## src/core/sync_serial_regs.svh

```systemverilog
`ifndef SYNC_SERIAL_REGS_SVH
`define SYNC_SERIAL_REGS_SVH

////////////////////////////////////////////////////////////////////////////////
// register offsets (byte addresses on the plain register port)
`define SS_OFF_MODE 5'h00
`define SS_OFF_CTRL 5'h04
`define SS_OFF_BRG 5'h08
`define SS_OFF_TXBUF 5'h0c
`define SS_OFF_RXBUF 5'h10
`define SS_OFF_PINS 5'h14
`define SS_OFF_IRQ_STAT 5'h18
`define SS_OFF_IRQ_MASK 5'h1c

////////////////////////////////////////////////////////////////////////////////
// mode register fields
`define SS_MODE_FLOW_SEL 2
`define SS_MODE_EXT_CLK 3
`define SS_MODE_FLOW_DIS 4
`define SS_MODE_OPEN_DRAIN 5
`define SS_MODE_CLK_POL 6
`define SS_MODE_MSB_FIRST 7

// control register fields
`define SS_CTRL_TX_EN 0
`define SS_CTRL_TX_EMPTY 1
`define SS_CTRL_RX_EN 2
`define SS_CTRL_RX_FULL 3
`define SS_CTRL_CONT_RX 5
`define SS_CTRL_DATA_INV 6
`define SS_CTRL_LINE_INV 7
`define SS_CTRL_WMASK 8'he5

// pin configuration register fields
`define SS_PINS_SEP_FLOW 0
`define SS_PINS_RX_DIR_IN 1
`define SS_PINS_RX_LEVEL 2
`define SS_PINS_CLK_MULTI 4
`define SS_PINS_CLK_ALT 5
`define SS_PINS_WMASK 8'h33

// interrupt status and mask bits
`define SS_IRQ_TX_LOAD 0
`define SS_IRQ_TX_DONE 1
`define SS_IRQ_RX_FULL 2
`define SS_IRQ_OVERRUN 3

////////////////////////////////////////////////////////////////////////////////
// reset values
`define SS_RST_MODE 8'h00
`define SS_RST_CTRL 8'h00
`define SS_RST_BRG 10'h000
`define SS_RST_PINS 8'h02
`define SS_RST_IRQ 4'h0

// prescaler: last count of each prescaled clock (f1, f8, f32)
`define SS_PRESC_F1_LAST 5'h00
`define SS_PRESC_F8_LAST 5'h07
`define SS_PRESC_F32_LAST 5'h1f

// number of data bits per transfer, as the last bit index
`define SS_LAST_BIT 4'h7

`endif

```

## src/core/sync_serial_pkg.sv

```systemverilog
package sync_serial_pkg;

  ////////////////////////////////////////////////////////////////////////////////
  // shift engine states, gray coded along idle -> lead -> trail
  typedef enum logic [1:0]
  {
    ST_IDLE = 2'b00,
    ST_LEAD = 2'b01,
    ST_TRAIL = 2'b11
  } shift_state_t;

  ////////////////////////////////////////////////////////////////////////////////
  // pin groups
  typedef struct packed {
    logic serial_in_pin;
    logic shift_clock_pin;
    logic flow_pin;
  } pin_in_t;

  typedef struct packed {
    logic serial_out_pin;
    logic serial_out_oe;
    logic shift_clock_pin;
    logic shift_clock_oe;
    logic alt_clock_pin;
    logic alt_clock_oe;
    logic flow_pin;
    logic flow_oe;
    logic rts_sep_pin;
    logic rts_sep_oe;
  } pin_out_t;

  ////////////////////////////////////////////////////////////////////////////////
  // module state records
  typedef struct packed {
    logic [4:0] pre;
    logic [7:0] cnt;
  } div_state_t;

  typedef struct packed {
    logic [2:0] s1;
    logic [2:0] s2;
    logic [2:0] s3;
    logic [2:0] q;
  } sync_state_t;

  typedef struct packed {
    logic [7:0] mode;
    logic [7:0] ctrl;
    logic [9:0] brg;
    logic [7:0] pins;
    logic [3:0] irq_stat;
    logic [3:0] irq_mask;
    logic [7:0] txbuf;
    logic tx_full;
    logic [7:0] rxbuf;
    logic rx_full;
    logic [7:0] shreg;
    logic [7:0] rxsh;
    logic [3:0] bitcnt;
    shift_state_t st;
    logic rx_active;
    logic sclk;
    logic dout;
    logic ext_prev;
    logic [15:0] rdata;
  } core_state_t;

endpackage

```

## src/core/pin_sync.sv

```systemverilog
module pin_sync
(
  input wire logic clk_i,
  input wire logic rst_n,
  input wire logic [2:0] d_i,
  output logic [2:0] q_o
);

  sync_serial_pkg::sync_state_t cur, nx;

  // three stage chain; a bit counts once stages two and three agree
  always_comb
  begin
    nx = cur;
    nx.s1 = d_i;
    nx.s2 = cur.s1;
    nx.s3 = cur.s2;
    for (int i = 0; i < 3; i++)
    begin
      if (cur.s2[i] == cur.s3[i])
        nx.q[i] = cur.s3[i];
    end
  end

  // state register
  always_ff @(posedge clk_i or negedge rst_n)
  begin
    if (!rst_n)
      cur <= '{s1: 3'h7, s2: 3'h7, s3: 3'h7, q: 3'h7};
    else
      cur <= nx;
  end

  assign q_o = cur.q;

endmodule

```

## src/core/clock_divider.sv

```systemverilog
`include "sync_serial_regs.svh"

module clock_divider
(
  input wire logic clk_i,
  input wire logic rst_n,
  input wire logic run_i,
  input wire logic [7:0] n_i,
  input wire logic [1:0] psel_i,
  output logic tick_o
);

  sync_serial_pkg::div_state_t cur, nx;
  logic [4:0] last;

  // last prescaler count for the chosen base clock
  function automatic logic [4:0] presc_last(input logic [1:0] sel);
    case (sel)
      2'h0: presc_last = `SS_PRESC_F1_LAST;
      2'h1: presc_last = `SS_PRESC_F8_LAST;
      default: presc_last = `SS_PRESC_F32_LAST;
    endcase
  endfunction

  // one tick per half period: (n+1) prescaled clocks
  assign last = presc_last(psel_i);
  assign tick_o = run_i && (cur.pre == last) && (cur.cnt == n_i);

  // counters restart whenever the engine stops
  always_comb
  begin
    nx = cur;
    if (!run_i)
    begin
      nx.pre = 5'h00;
      nx.cnt = 8'h00;
    end
    else if (cur.pre == last)
    begin
      nx.pre = 5'h00;
      nx.cnt = (cur.cnt == n_i) ? 8'h00 : cur.cnt + 8'h01;
    end
    else
      nx.pre = cur.pre + 5'h01;
  end

  // state register
  always_ff @(posedge clk_i or negedge rst_n)
  begin
    if (!rst_n)
      cur <= '{pre: 5'h00, cnt: 8'h00};
    else
      cur <= nx;
  end
endmodule

```

## src/core/sync_serial_mode_options.sv

```systemverilog
`include "sync_serial_regs.svh"

// Overview of operation
// - polarity bit chooses the clock edge for shifting out and sampling.
// - format bit zero sends bit 0 first, one sends bit 7 first.
// - in continuous receive, reading the receive buffer rearms reception.
// - channel one drives its clock on one of two pins by select bit.
// - the two-pin clock choice applies only with the internal clock.
// - two-pin clock output and flow control exclude each other.
// - channel zero may place CTS and RTS on separate pins.
// - data logic bit inverts transmit buffer writes and receive buffer reads.
// - serial output idles high, or low when line inversion is set; open drain floats only the high level.
// - receive-only transfers still shift dummy data out.
// - clock pin is output with internal clock unless the two-pin choice selects the alternate pin, input with external.
// - flow disable frees the pin; otherwise select picks CTS or RTS.
// - serial input is sampled only while its direction is input.
// - transmit needs enable, loaded buffer and, when used, CTS low.
// - reception needs receive and transmit enables and a loaded buffer.
// - a byte finished before the buffer read flags overrun, no receive event.
// - internal transfer clock is prescaled clock over 2(n+1).
module sync_serial_mode_options
(
  input wire logic clk_i,
  input wire logic reset_n_i,
  input wire logic [4:0] addr_i,
  input wire logic [15:0] wdata_i,
  input wire logic wr_stb_i,
  input wire logic rd_stb_i,
  output logic [15:0] rdata_o,
  output logic irq_o,
  input wire sync_serial_pkg::pin_in_t pins_i,
  output sync_serial_pkg::pin_out_t pins_o
);

  ////////////////////////////////////////////////////////////////////////////////
  // reset release and pin synchronisers
  logic [1:0] rst_pipe;
  logic [2:0] pin_q;
  logic rst_n, rx_in, ext_in, flow_in;

  // two flop release of the asynchronous reset
  always_ff @(posedge clk_i or negedge reset_n_i)
  begin
    if (!reset_n_i)
      rst_pipe <= 2'b00;
    else
      rst_pipe <= {rst_pipe[0], 1'b1};
  end
  assign rst_n = rst_pipe[1];
  pin_sync u_sync
  (
    .clk_i(clk_i),
    .rst_n(rst_n),
    .d_i({pins_i.serial_in_pin, pins_i.shift_clock_pin, pins_i.flow_pin}),
    .q_o(pin_q)
  );
  assign rx_in = pin_q[2];
  assign ext_in = pin_q[1];
  assign flow_in = pin_q[0];

  ////////////////////////////////////////////////////////////////////////////////
  // state and decoded configuration
  sync_serial_pkg::core_state_t cur, nx;
  logic ext, pol, msb, inv, line_inv, idle_lvl, tick;
  logic multi_eff, sep_eff, flow_en, cts_use, cts_ok, rts_lvl, ext_idle_ok;
  logic start, lead_evt, trail_evt, finish, rd_rx, rx_bit;
  logic [7:0] rx_next;
  logic [15:0] read_val;

  // next value of a shift register, fed with one bit at the far end
  function automatic logic [7:0] shift_in(input logic m, input logic [7:0] v, input logic b);
    shift_in = m ? {v[6:0], b} : {b, v[7:1]};
  endfunction

  // the bit that leaves first in the chosen order
  function automatic logic out_bit(input logic m, input logic [7:0] v);
    out_bit = m ? v[7] : v[0];
  endfunction

  assign ext = cur.mode[`SS_MODE_EXT_CLK];
  assign pol = cur.mode[`SS_MODE_CLK_POL];
  assign msb = cur.mode[`SS_MODE_MSB_FIRST];
  assign inv = cur.ctrl[`SS_CTRL_DATA_INV];
  assign line_inv = cur.ctrl[`SS_CTRL_LINE_INV];
  assign idle_lvl = ~pol;

  // pin feature arbitration
  assign multi_eff = cur.pins[`SS_PINS_CLK_MULTI] & ~ext;
  assign sep_eff = cur.pins[`SS_PINS_SEP_FLOW] & ~multi_eff;
  assign flow_en = ~cur.mode[`SS_MODE_FLOW_DIS] & ~multi_eff;
  assign cts_use = flow_en & (sep_eff | ~cur.mode[`SS_MODE_FLOW_SEL]);
  assign cts_ok = ~cts_use | ~flow_in;
  assign rts_lvl = ~(cur.ctrl[`SS_CTRL_RX_EN] & ~cur.rx_full);
  assign ext_idle_ok = ~ext | (ext_in == idle_lvl);

  // transfer clock events, internal divider or external pin
  clock_divider u_div
  (
    .clk_i(clk_i),
    .rst_n(rst_n),
    .run_i((cur.st != sync_serial_pkg::ST_IDLE) && !ext),
    .n_i(cur.brg[7:0]),
    .psel_i(cur.brg[9:8]),
    .tick_o(tick)
  );
  assign lead_evt = ext ? ((ext_in != cur.ext_prev) && (ext_in != idle_lvl)) : tick;
  assign trail_evt = ext ? ((ext_in != cur.ext_prev) && (ext_in == idle_lvl)) : tick;

  // start needs enable, a loaded buffer, CTS and an idle external clock
  assign start = (cur.st == sync_serial_pkg::ST_IDLE) && cur.ctrl[`SS_CTRL_TX_EN]
                 && cur.tx_full && cts_ok && ext_idle_ok;
  assign finish = (cur.st == sync_serial_pkg::ST_TRAIL) && trail_evt
                  && (cur.bitcnt == `SS_LAST_BIT);
  assign rd_rx = rd_stb_i && (addr_i == `SS_OFF_RXBUF);
  assign rx_bit = cur.pins[`SS_PINS_RX_DIR_IN] & (rx_in ^ line_inv);
  assign rx_next = shift_in(msb, cur.rxsh, rx_bit);
  ////////////////////////////////////////////////////////////////////////////////
  // read multiplexer; unmapped offsets read zero
  always_comb
  begin
    read_val = 16'h0000;
    case (addr_i)
      `SS_OFF_MODE: read_val = {8'h00, cur.mode};
      `SS_OFF_CTRL: read_val = {8'h00, cur.ctrl[7:4], cur.rx_full, cur.ctrl[2], ~cur.tx_full,
                                cur.ctrl[0]};
      `SS_OFF_BRG: read_val = {6'h00, cur.brg};
      `SS_OFF_RXBUF: read_val = {8'h00, cur.rxbuf ^ {8{inv}}};
      `SS_OFF_PINS: read_val = {8'h00, cur.pins[7:3], rx_in, cur.pins[1:0]};
      `SS_OFF_IRQ_STAT: read_val = {12'h000, cur.irq_stat};
      `SS_OFF_IRQ_MASK: read_val = {12'h000, cur.irq_mask};
      default: read_val = 16'h0000;
    endcase
  end
  ////////////////////////////////////////////////////////////////////////////////
  // register writes, shift engine and buffer flags
  always_comb
  begin
    nx = cur;
    nx.ext_prev = ext_in;
    nx.rdata = rd_stb_i ? read_val : 16'h0000;
    if (cur.st == sync_serial_pkg::ST_IDLE)
      nx.sclk = idle_lvl;
    if (wr_stb_i)
    begin
      case (addr_i)
        `SS_OFF_MODE: nx.mode = wdata_i[7:0];
        `SS_OFF_CTRL: nx.ctrl = wdata_i[7:0] & `SS_CTRL_WMASK;
        `SS_OFF_BRG: nx.brg = wdata_i[9:0];
        `SS_OFF_PINS: nx.pins = wdata_i[7:0] & `SS_PINS_WMASK;
        `SS_OFF_IRQ_STAT: nx.irq_stat = cur.irq_stat & ~wdata_i[3:0];
        `SS_OFF_IRQ_MASK: nx.irq_mask = wdata_i[3:0];
        default: nx.mode = cur.mode;
      endcase
    end
    // shift engine
    case (cur.st)
      sync_serial_pkg::ST_IDLE:
      begin
        if (start)
        begin
          nx.shreg = cur.txbuf;
          nx.tx_full = 1'b0;
          nx.rx_active = cur.ctrl[`SS_CTRL_RX_EN];
          nx.bitcnt = 4'h0;
          nx.irq_stat[`SS_IRQ_TX_LOAD] = 1'b1;
          nx.st = sync_serial_pkg::ST_LEAD;
        end
      end
      sync_serial_pkg::ST_LEAD:
      begin
        if (lead_evt)
        begin
          nx.sclk = ~idle_lvl;
          nx.dout = out_bit(msb, cur.shreg);
          nx.st = sync_serial_pkg::ST_TRAIL;
        end
      end
      sync_serial_pkg::ST_TRAIL:
      begin
        if (trail_evt)
        begin
          nx.sclk = idle_lvl;
          nx.rxsh = rx_next;
          nx.shreg = shift_in(msb, cur.shreg, 1'b0);
          nx.bitcnt = cur.bitcnt + 4'h1;
          nx.st = sync_serial_pkg::ST_LEAD;
        end
        if (finish)
        begin
          nx.st = sync_serial_pkg::ST_IDLE;
          nx.dout = 1'b1;
          nx.irq_stat[`SS_IRQ_TX_DONE] = 1'b1;
        end
      end
      default: nx.st = sync_serial_pkg::ST_IDLE;
    endcase
    // receive buffer read clears full, rearms in continuous mode
    if (rd_rx)
    begin
      nx.rx_full = 1'b0;
      if (cur.ctrl[`SS_CTRL_CONT_RX] && cur.ctrl[`SS_CTRL_RX_EN])
        nx.tx_full = 1'b1;
    end
    // transmit buffer write; set wins over the start clear
    if (wr_stb_i && (addr_i == `SS_OFF_TXBUF))
    begin
      nx.txbuf = wdata_i[7:0] ^ {8{inv}};
      nx.tx_full = 1'b1;
    end
    // received byte lands in the buffer; set wins over the read clear
    if (finish && cur.rx_active)
    begin
      nx.rxbuf = rx_next;
      nx.rx_full = 1'b1;
      if (cur.rx_full && !rd_rx)
        nx.irq_stat[`SS_IRQ_OVERRUN] = 1'b1;
      else
        nx.irq_stat[`SS_IRQ_RX_FULL] = 1'b1;
    end
  end
  // state register
  always_ff @(posedge clk_i or negedge rst_n)
  begin
    if (!rst_n)
    begin
      cur <= '0;
      cur.mode <= `SS_RST_MODE;
      cur.ctrl <= `SS_RST_CTRL;
      cur.brg <= `SS_RST_BRG;
      cur.pins <= `SS_RST_PINS;
      cur.irq_stat <= `SS_RST_IRQ;
      cur.irq_mask <= `SS_RST_IRQ;
      cur.sclk <= 1'b1;
      cur.dout <= 1'b1;
      cur.ext_prev <= 1'b1;
    end
    else
      cur <= nx;
  end
  ////////////////////////////////////////////////////////////////////////////////
  // outputs
  assign rdata_o = cur.rdata;
  assign irq_o = |(cur.irq_stat & cur.irq_mask);

  // pin drive
  always_comb
  begin
    pins_o.serial_out_pin = cur.dout ^ line_inv;
    pins_o.serial_out_oe = ~cur.mode[`SS_MODE_OPEN_DRAIN] | ~(cur.dout ^ line_inv);
    pins_o.shift_clock_pin = cur.sclk;
    pins_o.shift_clock_oe = ~ext & ~(multi_eff & cur.pins[`SS_PINS_CLK_ALT]);
    pins_o.alt_clock_pin = cur.sclk;
    pins_o.alt_clock_oe = multi_eff & cur.pins[`SS_PINS_CLK_ALT];
    pins_o.flow_pin = rts_lvl;
    pins_o.flow_oe = flow_en & ~sep_eff & cur.mode[`SS_MODE_FLOW_SEL];
    pins_o.rts_sep_pin = rts_lvl;
    pins_o.rts_sep_oe = flow_en & sep_eff;
  end
endmodule

```

## config.mk

```make
export PLATFORM = sky130hd
export DESIGN_NAME = sync_serial_mode_options
export DESIGN_NICKNAME = d
export VERILOG_FILES = /design/src/core/sync_serial_pkg.sv /design/src/core/pin_sync.sv /design/src/core/clock_divider.sv /design/src/core/sync_serial_mode_options.sv
export VERILOG_INCLUDE_DIRS = /design/src /design/src/core
export SDC_FILE = /design/constraint.sdc
export NUM_CORES = 1
export LEC_CHECK = 0
export CAP_MARGIN = 20
export CORE_MARGIN = 3
export CORE_UTILIZATION = 60
export CTS_CLUSTER_DIAMETER = 30
export DETAILED_ROUTE_END_ITERATION = 6
export DONT_BUFFER_PORTS = 1
export GPL_TIMING_DRIVEN = 0
export PLACE_DENSITY = 0.76
export SKIP_LAST_GASP = 1
export SLEW_MARGIN = 30
export SYNTH_ARGS = -nofsm -noshare
export SYNTH_HDL_FRONTEND = slang
export SYNTH_SLANG_ARGS = --single-unit
```

## constraint.sdc

```tcl
create_clock -name clk_i -period 5.6 [get_ports clk_i]
set_input_delay 0.56 -clock clk_i [delete_from_list [all_inputs] [get_ports clk_i]]
set_output_delay 0.56 -clock clk_i [all_outputs]
set_load 0.02 [all_outputs]
```

== After elaboration in Yosys (flattened, before gate mapping) ==
Index checks and enable logic that the tools add are counted.
Word-level totals
  flip-flop bits (word level): 122
  bits of input ports: 28
  word-level logic and storage cells: 170
Cells by class
  add/sub/neg operators: 3
  equal/unequal tests: 25
  muxes and demuxes: 42
  bitwise logic cells: 36
  reduce and logical (&&, ||, !) cells: 36
Operators by type and width (number)
  case mux 10 bit (7 select lines): 1
  2-to-1 mux 8 bit: 6
  2-to-1 mux 22 bit: 1
  == test 5 bit (second input constant): 4
  2-to-1 mux 1 bit: 19
  logical AND 1 bit: 16
  2-to-1 mux 16 bit: 1
  case mux 8 bit (2 select lines): 1
  bitwise XOR 8 bit: 2
  NOT 1 bit: 14
  AND reduction 2 bit: 7
  2-to-1 mux 13 bit: 1
  bitwise AND 1 bit: 11
  == test 5 x 4 -> 1 bit (second input constant): 2
  inequality test 2 bit (second input constant): 5
  case mux 5 bit (2 select lines): 1
  AND reduction 3 bit: 3
  adder 8 x 1 -> 8 bit (second input constant): 1
  bitwise AND 4 bit: 2
  == test 8 bit: 1
  2-to-1 mux 2 bit: 4
  2-to-1 mux 4 bit: 2
  case mux 4 bit (2 select lines): 1
  nonzero test 2 bit: 4
  21 further kinds: 32

== Longest topological paths before layout ==
Gate-level depths: netlist (run 1).
  word-level depth: 15
  mapped depth: 8
  gate-level depth less buffers: 6

== Hierarchy ==
Synthesis (run 1) repeated with hierarchy kept, for this count alone.
Unflattened totals
  cells, all modules: 510
  area, all modules: 5750.5 µm²
By module, submodules not included
  sync_serial_mode_options: instances 1, cells each 406, area each 4589.4 µm²
  clock_divider: instances 1, cells each 86, area each 789.5 µm²
  pin_sync: instances 1, cells each 18, area each 371.6 µm²

== Worst setup path after synthesis (run 1) ==
No wires, ideal clock.
  kind: reg2reg
  start: register u_div.cur[10] in the netlist's numbering
  end: register cur[50] in the netlist's numbering
  library setup time: 0.127 ns
  arrival time: 2.044 ns
  required time: 5.473 ns
  setup slack: 3.429 ns
  stages on the path, launching flop included: 8
  buffers on the path: 1
  period minus slack after synthesis: 2.171 ns
  cell sequence: dfrtp_1 > or4_1 > o22ai_2 > and4_1 > a22oi_2 > nor3_4 > buf_6 > mux2_1
On the way
  word-level cells in the longest chain between the ends: 7
Ends and longest elaborated chain
  start, declared: line clock_divider.sv:13  | sync_serial_pkg::div_state_t cur, nx;
  start signal, assigned: line clock_divider.sv:51  | cur <= '{pre: 5'h00, cnt: 8'h00};
  start signal, assigned: line clock_divider.sv:53  | cur <= nx;
  == test 5 bit: line clock_divider.sv:27  | assign tick_o = run_i && (cur.pre == last) && (cur.cnt == n_i);
  logical AND 1 bit (2 in a row): line clock_divider.sv:27
  2-to-1 mux 1 bit: line sync_serial_mode_options.sv:107  | assign trail_evt = ext ? ((ext_in != cur.ext_prev) && (ext_in == idle_lvl)) : tick;
  logical AND 1 bit (2 in a row): line sync_serial_mode_options.sv:112  | assign finish = (cur.st == sync_serial_pkg::ST_TRAIL) && trail_evt
  logical AND 1 bit: line sync_serial_mode_options.sv:211  | if (finish && cur.rx_active)
  end signal, assigned: line sync_serial_mode_options.sv:238  | cur <= nx;
  end, declared: line sync_serial_mode_options.sv:63  | sync_serial_pkg::core_state_t cur, nx;
No other way between the ends.
A chain may end at the register's enable or synchronous reset.

==> results of run 1 <==
worst paths after layout:
check                            start       endpoint  slack, ps  cells after the start
setup / recovery               cur[97]      pins_o[2]       3120                      2
hold / removal               pins_i[0]  u_sync.cur[9]         30                      0
setup reg to reg               cur[85]        cur[46]       3190                      7
hold reg to reg            rst_pipe[1]        cur[25]        250                      0
max in group asynchronous  rst_pipe[1]        cur[17]       4440                      2
min in group asynchronous  rst_pipe[1]        cur[25]        250                      0
cell families (layout without fill, tap and decap cells):
kind of cell               after synthesis  after routing
and+or+nand+nor                        128            128
DFF                                    116            116
AOI/OAI and AO/OA                       95             95
muxes                                   69             69
buffers and inverters                   50             85
xor gates and xnor gates                30             30
adders and majority gates                6              6
other                                    2              7
state kept, by name, summed over array words and instances (netlist names):
register	count
u_sync.q_o	3
pins_o	1
rdata_o	10
u_div.cur	13
u_sync.cur	9
cur	78
rst_pipe	2
repair_timing:
| action | in CTS | in global routing |
|---|---|---|
| setup endpoints to repair | 0 | 0 |
| endpoints found under the hold margin | 2 | 0 |
| hold buffers | 1 | 0 |
| setup buffers | 0 | 0 |
power by group through the flow:
stage | registers [uW] | clock network [uW] | logic (uW)
after floorplan | 1110 | 0 | 431
after global placement | 1160 | 0 | 493
after detailed placement | 1150 | 0 | 529
after CTS | 1140 | 1160 | 541
after global routing | 1160 | 1210 | 602
final | 1150 | 1160 | 540
per-layer routing:
metal | wire, um | part of all wire | vias to the layer above | GRT usage
met2 | 6330 | 0.50 | 159 | 0.423
met4 | 230 | 0.018 | 0 | 0.0858
met5 | 0 | 0 | - | 0
met3 | 962 | 0.075 | 24 | 0.0799
li1 | - | - | 1804 | -
met1 | 5250 | 0.41 | 1980 | 0.346
cell usage after synthesis, drive strengths merged (2+ instances only):
cell type	count	share of area
dfrtp	100	0.45
mux2	59	0.12
nand2	36	0.024
o21ai	32	0.029
nor2	31	0.021
buf	23	0.031
a21oi	21	0.019
xnor2	18	0.028
a22oi	17	0.024
clkbuf	16	0.011
dfstp	16	0.076
nand3	16	0.014
xor2	12	0.019
inv	11	0.0074
mux2i	10	0.018
and3	8	0.0090
a31oi	6	0.0068
nand2b	6	0.0068
nor3	6	0.0074
and2	4	0.0045
ha	3	0.0068
maj3	3	0.0054
nor3b	3	0.0041
a21o	2	0.0027
a222oi	2	0.0036
a22o	2	0.0032
a2bb2oi	2	0.0032
and3b	2	0.0032
conb	2	0.0014
nand3b	2	0.0027
nand4	2	0.0023
nor2b	2	0.0023
nor4	2	0.0023
nor4b	2	0.0043
nor4bb	2	0.0036
worst max-delay path: stages, from the launching register on:
cell	delay (ps)
dfrtp_1	520
inv_1	140
a211oi_1	730
final cells by class:
type / instances / area [um^2]
Multi-Input combinational cell: 335 / 2400
Timing Repair Buffer: 3 / 50.0
Clock inverter: 15 / 221
Tap cell: 108 / 135
Sequential cell: 116 / 2930
Inverter: 11 / 41.3
Buffer: 39 / 231
Fill cell: 611 / 2430
Clock buffer: 17 / 414
metrics by stage:
step	instance area, um^2	hold slack (ps)	setup WS, ps
CTS	6400	19.9	3100
floorplan	5570	264	2160
global placement	5700	264	1000
finish	6420	28.0	3120
detailed placement	5760	261	2930
global route	6420	3.18	3070
==> metrics.md, run 1 <==
| Metric | Value |
|---|---|
| Site Rows | `34` |
| Initial antenna violation count | `0` |
| Tcrit/Tclk final | `0.443` |
| Setup TNS Final | `0 ps` |
| Maxcap violations | `0` |
| Mapped Area | `0.00555 mm^2` |
| Initial Utilization | `0.627` |
| Clock net sink count | `116` |
| Net switching power | `863 uW` |
| Int Pwr | `1980 uW` |
| Top_reg_cell synth | `dfrtp_1` |
| DRC Markers | `0` |
| Layout cells sized above 1 | `0.250` |
| Power per cell area | `approximately 440 mW/mm^2` |
| Layout net count | `between 500 and 600` |
| CP arrival | `1920 ps` |
| CP Class | `flip-flop to primary output` |
| CTS max path bufs | `2` |
| Outcome | `finished, final reports clean` |
| Most frequent cells in the layout | `dfrtp_1 (99), mux2_2 (52), nand2_1 (36)` |
| CTS root buf | `clkbuf_8` |
| Hold WC Path Type | `primary input to flip-flop` |
| Simple-Gate Fraction of Synth Area | `0.117` |
| Fin crit period | `2480 ps` |
| Crit-path max FO | `8` |
| Crit. End Element | `primary output` |
| Synth Area in XOR/XNOR | `0.0473` |
| H-tree depth | `4` |
| Synth unique cells | `57` |
| EDFF count, synth | `0` |
| Slew Viols, Final | `0` |
| Overall routing resource usage | `0.264` |
| Worst Tran Pin Value | `867 ps` |
| Total power draw | `~2800 uW` |
| Core ar. | `0.00885 mm^2` |
| TritonCTS clock tree | `built` |
| Global route overflow | `0` |
| Post-synthesis mux area share | `0.138` |
| Logic pwr share | `0.190` |
| Seq/Total Area, Yosys | `0.527` |
| DR vias | `between 3000 and 4000` |
| Vias/cell | `6.16` |
| First-pass GRT wire length | `20700 um` |
| Slew HR | `0.419` |
| Synthesized flop and latch total | `116` |
| Synth async-reset ratio | `1.00` |
| Area added between synthesis and finish | `15.6%` |
| Post-DP HPWL | `8770 um` |
| Startpoint class of the critical path | `flip-flop` |
| Clock slew at reported path FFs | `roughly 60 ps` |
| Final Hold Vio Count | `0` |
| Adder-Cell Fraction of Synth Area | `0.0122` |
| Largest net degree at the start of global routing | `47` |
| Detailed Route WL | `about 13000 um` |
| Commonest non-fill, non-tap cell in the layout | `dfrtp_1` |
| Diode count | `0` |
| Worst Skew | `7.71 ps` |
| Gate Count Post-Synth | `just under 500` |
| Routed len/inst | `19.8 um` |
| Die Span X | `102 um` |
| Count of final setup violators | `0` |
| Clk_lat worst skew | `520 ps` |
| Final Instance Count excl. Fillers | `approximately 640` |
| 1st-iter DRT viols | `288` |
| Die Y-Extent | `102 um` |
| LEAKAGE | `0.00295 uW` |
| Utilization after layout | `0.725` |
| IO Pins | `between 50 and 60` |
| Clock power share | `0.407` |
| Drt first pass iters | `6` |
| Sequential power share | `0.403` |
| Max Clk Rate | `between 0.4 and 0.5 GHz` |
| Vias in the first global route | `4032` |
| Post-route ant nets | `0` |
| Inst Count DP | `around 610` |
| Mean area per synthesized cell | `about 11 um^2` |
| TritonCTS Buffers | `17` |
| Switching Share | `0.304` |
| Yosys warns | `0` |
| RSZ-0062 raised after global routing | `false` |
| Post-CTS sizing | `0` |
| Number of port buffers | `0` |
| Synth Area in Compound Gates | `0.108` |
| Largest family of logic cells by synthesized area | `multiplexers` |
| Worst EP required | `about 5000 ps` |
| DIE AREA | `0.0104 mm^2` |
| Worst vdd ir | `around 0.30 mV` |
| GPL Wtd Cong | `0.976` |
Note: power is estimated with default switching activity, not from simulation.
==> run 2: changes to the inputs <==
--- a/config.mk
+++ b/config.mk
@@ -8,12 +8,12 @@
 export LEC_CHECK = 0
 export CAP_MARGIN = 20
 export CORE_MARGIN = 3
-export CORE_UTILIZATION = 60
+export CORE_UTILIZATION = 57
 export CTS_CLUSTER_DIAMETER = 30
 export DETAILED_ROUTE_END_ITERATION = 6
 export DONT_BUFFER_PORTS = 1
 export GPL_TIMING_DRIVEN = 0
-export PLACE_DENSITY = 0.76
+export PLACE_DENSITY = 0.75
 export SKIP_LAST_GASP = 1
 export SLEW_MARGIN = 30
 export SYNTH_ARGS = -nofsm -noshare
==> constraint.sdc (replaced) <==
create_clock -name clk_i -period 2.2 [get_ports clk_i]
set_input_delay 0.22 -clock clk_i [delete_from_list [all_inputs] [get_ports clk_i]]
set_output_delay 0.22 -clock clk_i [all_outputs]
set_load 0.02 [all_outputs]
==> run 2 against run 1 <==
Against the previous run:
- register-to-register slack worse by 3300 ps
- largest power group is now sequential cells
- via count is 2.1% higher
- the run now ends with setup timing left
- critical endpoint is now cur[47]
- largest cell class unchanged
- final cell count is 8.1% higher
==> metrics.md, run 2 (synthesis gave the netlist of run 1 again) <==
| Metric | Value |
|---|---|
| Outcome | `finished, violations left` |
| Violated checks | `setup timing` |
| LEAKAGE | `0.00308 uW (+4.4%)` |
| Commonest non-fill, non-tap cell in the layout | `dfrtp_1` |
| Clock slew at reported path FFs | `60 ps (about the same)` |
| Total power draw | `7100 uW (+150%)` |
| Tcrit/Tclk final | `1.04` |
| Biggest register | `cur` |
| DRC Markers | `0 (unchanged)` |
| Hold WC Path Type | `primary input to flip-flop` |
| Site Rows | `35 (+2.9%)` |
| Dpl cell area | `0.00579 mm^2 (+0.59%)` |
| Core ar. | `0.00937 mm^2 (+5.9%)` |
| Area added between synthesis and finish | `21.3%` |
| Die Span X | `105 um (+2.4%)` |
| Number of port buffers | `0 (unchanged)` |
| DIE AREA | `0.0110 mm^2 (+5.0%)` |
| Routed len/inst | `18.9 um (-4.7%)` |
| 1st-iter DRT viols | `212 (-26%)` |
| Worst Skew | `10.2 ps (+2.49 ps)` |
| Drt first pass iters | `5 (-1)` |
| Worst Tran Pin Value | `983 ps (+116 ps)` |
| Largest net degree at the start of global routing | `51 (+8.5%)` |
| TritonCTS clock tree | `built` |
| Post-route ant nets | `0 (unchanged)` |
| Fillers | `693 (+13%)` |
| Crit-path max FO | `8 (unchanged)` |
| DR vias | `4050 (+2.1%)` |
| Count of final setup violators | `14 (+14)` |
| Worst vdd ir | `0.823 mV (+170%)` |
| Final Instance Count excl. Fillers | `696 (+8.1%)` |
| Initial Utilization | `0.592 (-0.0350)` |
| Maxcap violations | `0 (unchanged)` |
| Clock net sink count | `116 (unchanged)` |
| CP Class | `flip-flop to flip-flop` |
| IO Pins | `55 (unchanged)` |
| Layout cells sized above 1 | `0.285 (+0.0350)` |
| Die Y-Extent | `105 um (+2.4%)` |
| Global route overflow | `0 (unchanged)` |
| Inst Count DP | `632 (+3.4%)` |
| Power per cell area | `1050 mW/mm^2 (+140%)` |
| Max reg flops | `78 (unchanged)` |
| Setup WS post-layout | `-88.8 ps (-3210 ps)` |
| Vias/cell | `5.82 (-5.5%)` |
| Crit. End Element | `flip-flop` |
| Overall routing resource usage | `0.250 (-0.0134)` |
| Detailed Route WL | `13200 um (+3.0%)` |
| TritonCTS Buffers | `17 (unchanged)` |
| Worst EP required | `2610 ps (-2430 ps)` |
| Initial antenna violation count | `2 (+2)` |
| Startpoint class of the critical path | `flip-flop` |
| Finished Cell Area | `0.00673 mm^2 (+4.9%)` |
| Post-DP HPWL | `8770 um (about the same)` |
| Clk_lat worst skew | `530 ps (about the same)` |
| First-pass GRT wire length | `21400 um (+3.1%)` |
| Vias in the first global route | `4080 (+1.2%)` |
| H-tree depth | `4 (unchanged)` |
| Max Clk Rate | `between 0.4 and 0.5 GHz` |
| Slew HR | `0.343 (-0.0758)` |
| Final Hold Vio Count | `0 (unchanged)` |
| RSZ-0062 raised after global routing | `true` |
| CP arrival | `2700 ps (+780 ps)` |
| Most frequent cells in the layout | `dfrtp_1 (99), mux2_2 (51), nand2_1 (36)` |
| Slew Viols, Final | `0 (unchanged)` |
| Layout net count | `583 (+5.2%)` |
| Fin crit period | `2290 ps` |
| CTS root buf | `clkbuf_8` |
| GPL Wtd Cong | `0.878 (-10%)` |
| CTS max path bufs | `2 (unchanged)` |
-- run 2: cell count changes in the layout (fill, tap and decap cells not counted), sizes merged --
cell         change
dlygate4sd3     +15
clkinv           +1
clkinvlp         +3
clkbuf           +4
buf             +15
inv              -5
bufinv           -4
diode            +2
-- run 2: timing repair --
item	CTS	global route
buffers inserted	7	7
endpoints found under the setup margin	26	43
gates cloned	0	1
hold buffers	16	0
resized for setup	5	25
endpoints found under the hold margin	50	0
pin swaps	4	5
-- run 2: metal layers --
metal / up-vias / track usage / routed length (um)
met5: - / 0 / 13
met2: 136 / 0.402 / 6380
met1: 2037 / 0.327 / 5680
li1: 1856 / - / -
met4: 2 / 0.0722 / 224
met3: 19 / 0.0821 / 861
-- run 2: final cells by class --
| cell class | instances | area (um^2) | share of cell area |
|---|---|---|---|
| repair buffers | 33 | 338 | 0.0502 |
| well taps | 129 | 161 | 0.0240 |
| inverters | 11 | 41.3 | 0.00613 |
| clock buffers | 22 | 507 | 0.0753 |
| multi-input cells | 335 | 2430 | 0.362 |
| clock inverters | 10 | 68.8 | 0.0102 |
| plain buffers | 38 | 248 | 0.0368 |
| flip-flops and latches | 116 | 2930 | 0.435 |
| diodes | 2 | 5.00 | 0.000744 |
-- run 2: metrics by stage --
step                      worst slack, ps  setup TNS, ps   util  hold slack [ps]
after CTS                            -137          -1230  0.703             37.7
after floorplan                      29.0              0      -            -75.6
after global placement               -377         -39990  0.612            -75.5
after global routing                 -146          -1910  0.718             77.2
final                               -88.8           -663  0.718             59.4
after detailed placement             -196          -3140  0.618            -75.5
-- run 2: worst max-delay path, cell delays in order (launching register included) --
cell	delay, ps
dfrtp_1	370
or4_4	550
o22ai_4	180
and4_1	220
a22oi_2	110
nor3_4	240
buf_6	190
mux2_4	310
-- run 2: final timing paths --
kind	slack, ps	end	depth (start not counted)	from
worst max-delay path	-90	cur[47]	7	u_div.cur[9]
worst max register to register	-90	cur[47]	7	u_div.cur[9]
min in group asynchronous	290	cur[20]	0	rst_pipe[1]
worst min-delay path	60	rdata_o[3]	3	addr_i[1]
max in group asynchronous	1030	cur[69]	2	rst_pipe[1]
worst min register to register	290	cur[20]	0	rst_pipe[1]
-- run 2: power by group --
part	switching [uW]	leakage [uW]	internal, uW	total (uW)
combinational	814	0.00134	762	1580
sequential	374	0.00146	2540	2920
clock	993	0.000278	1610	2600
total	2180	0.00308	4920	7100
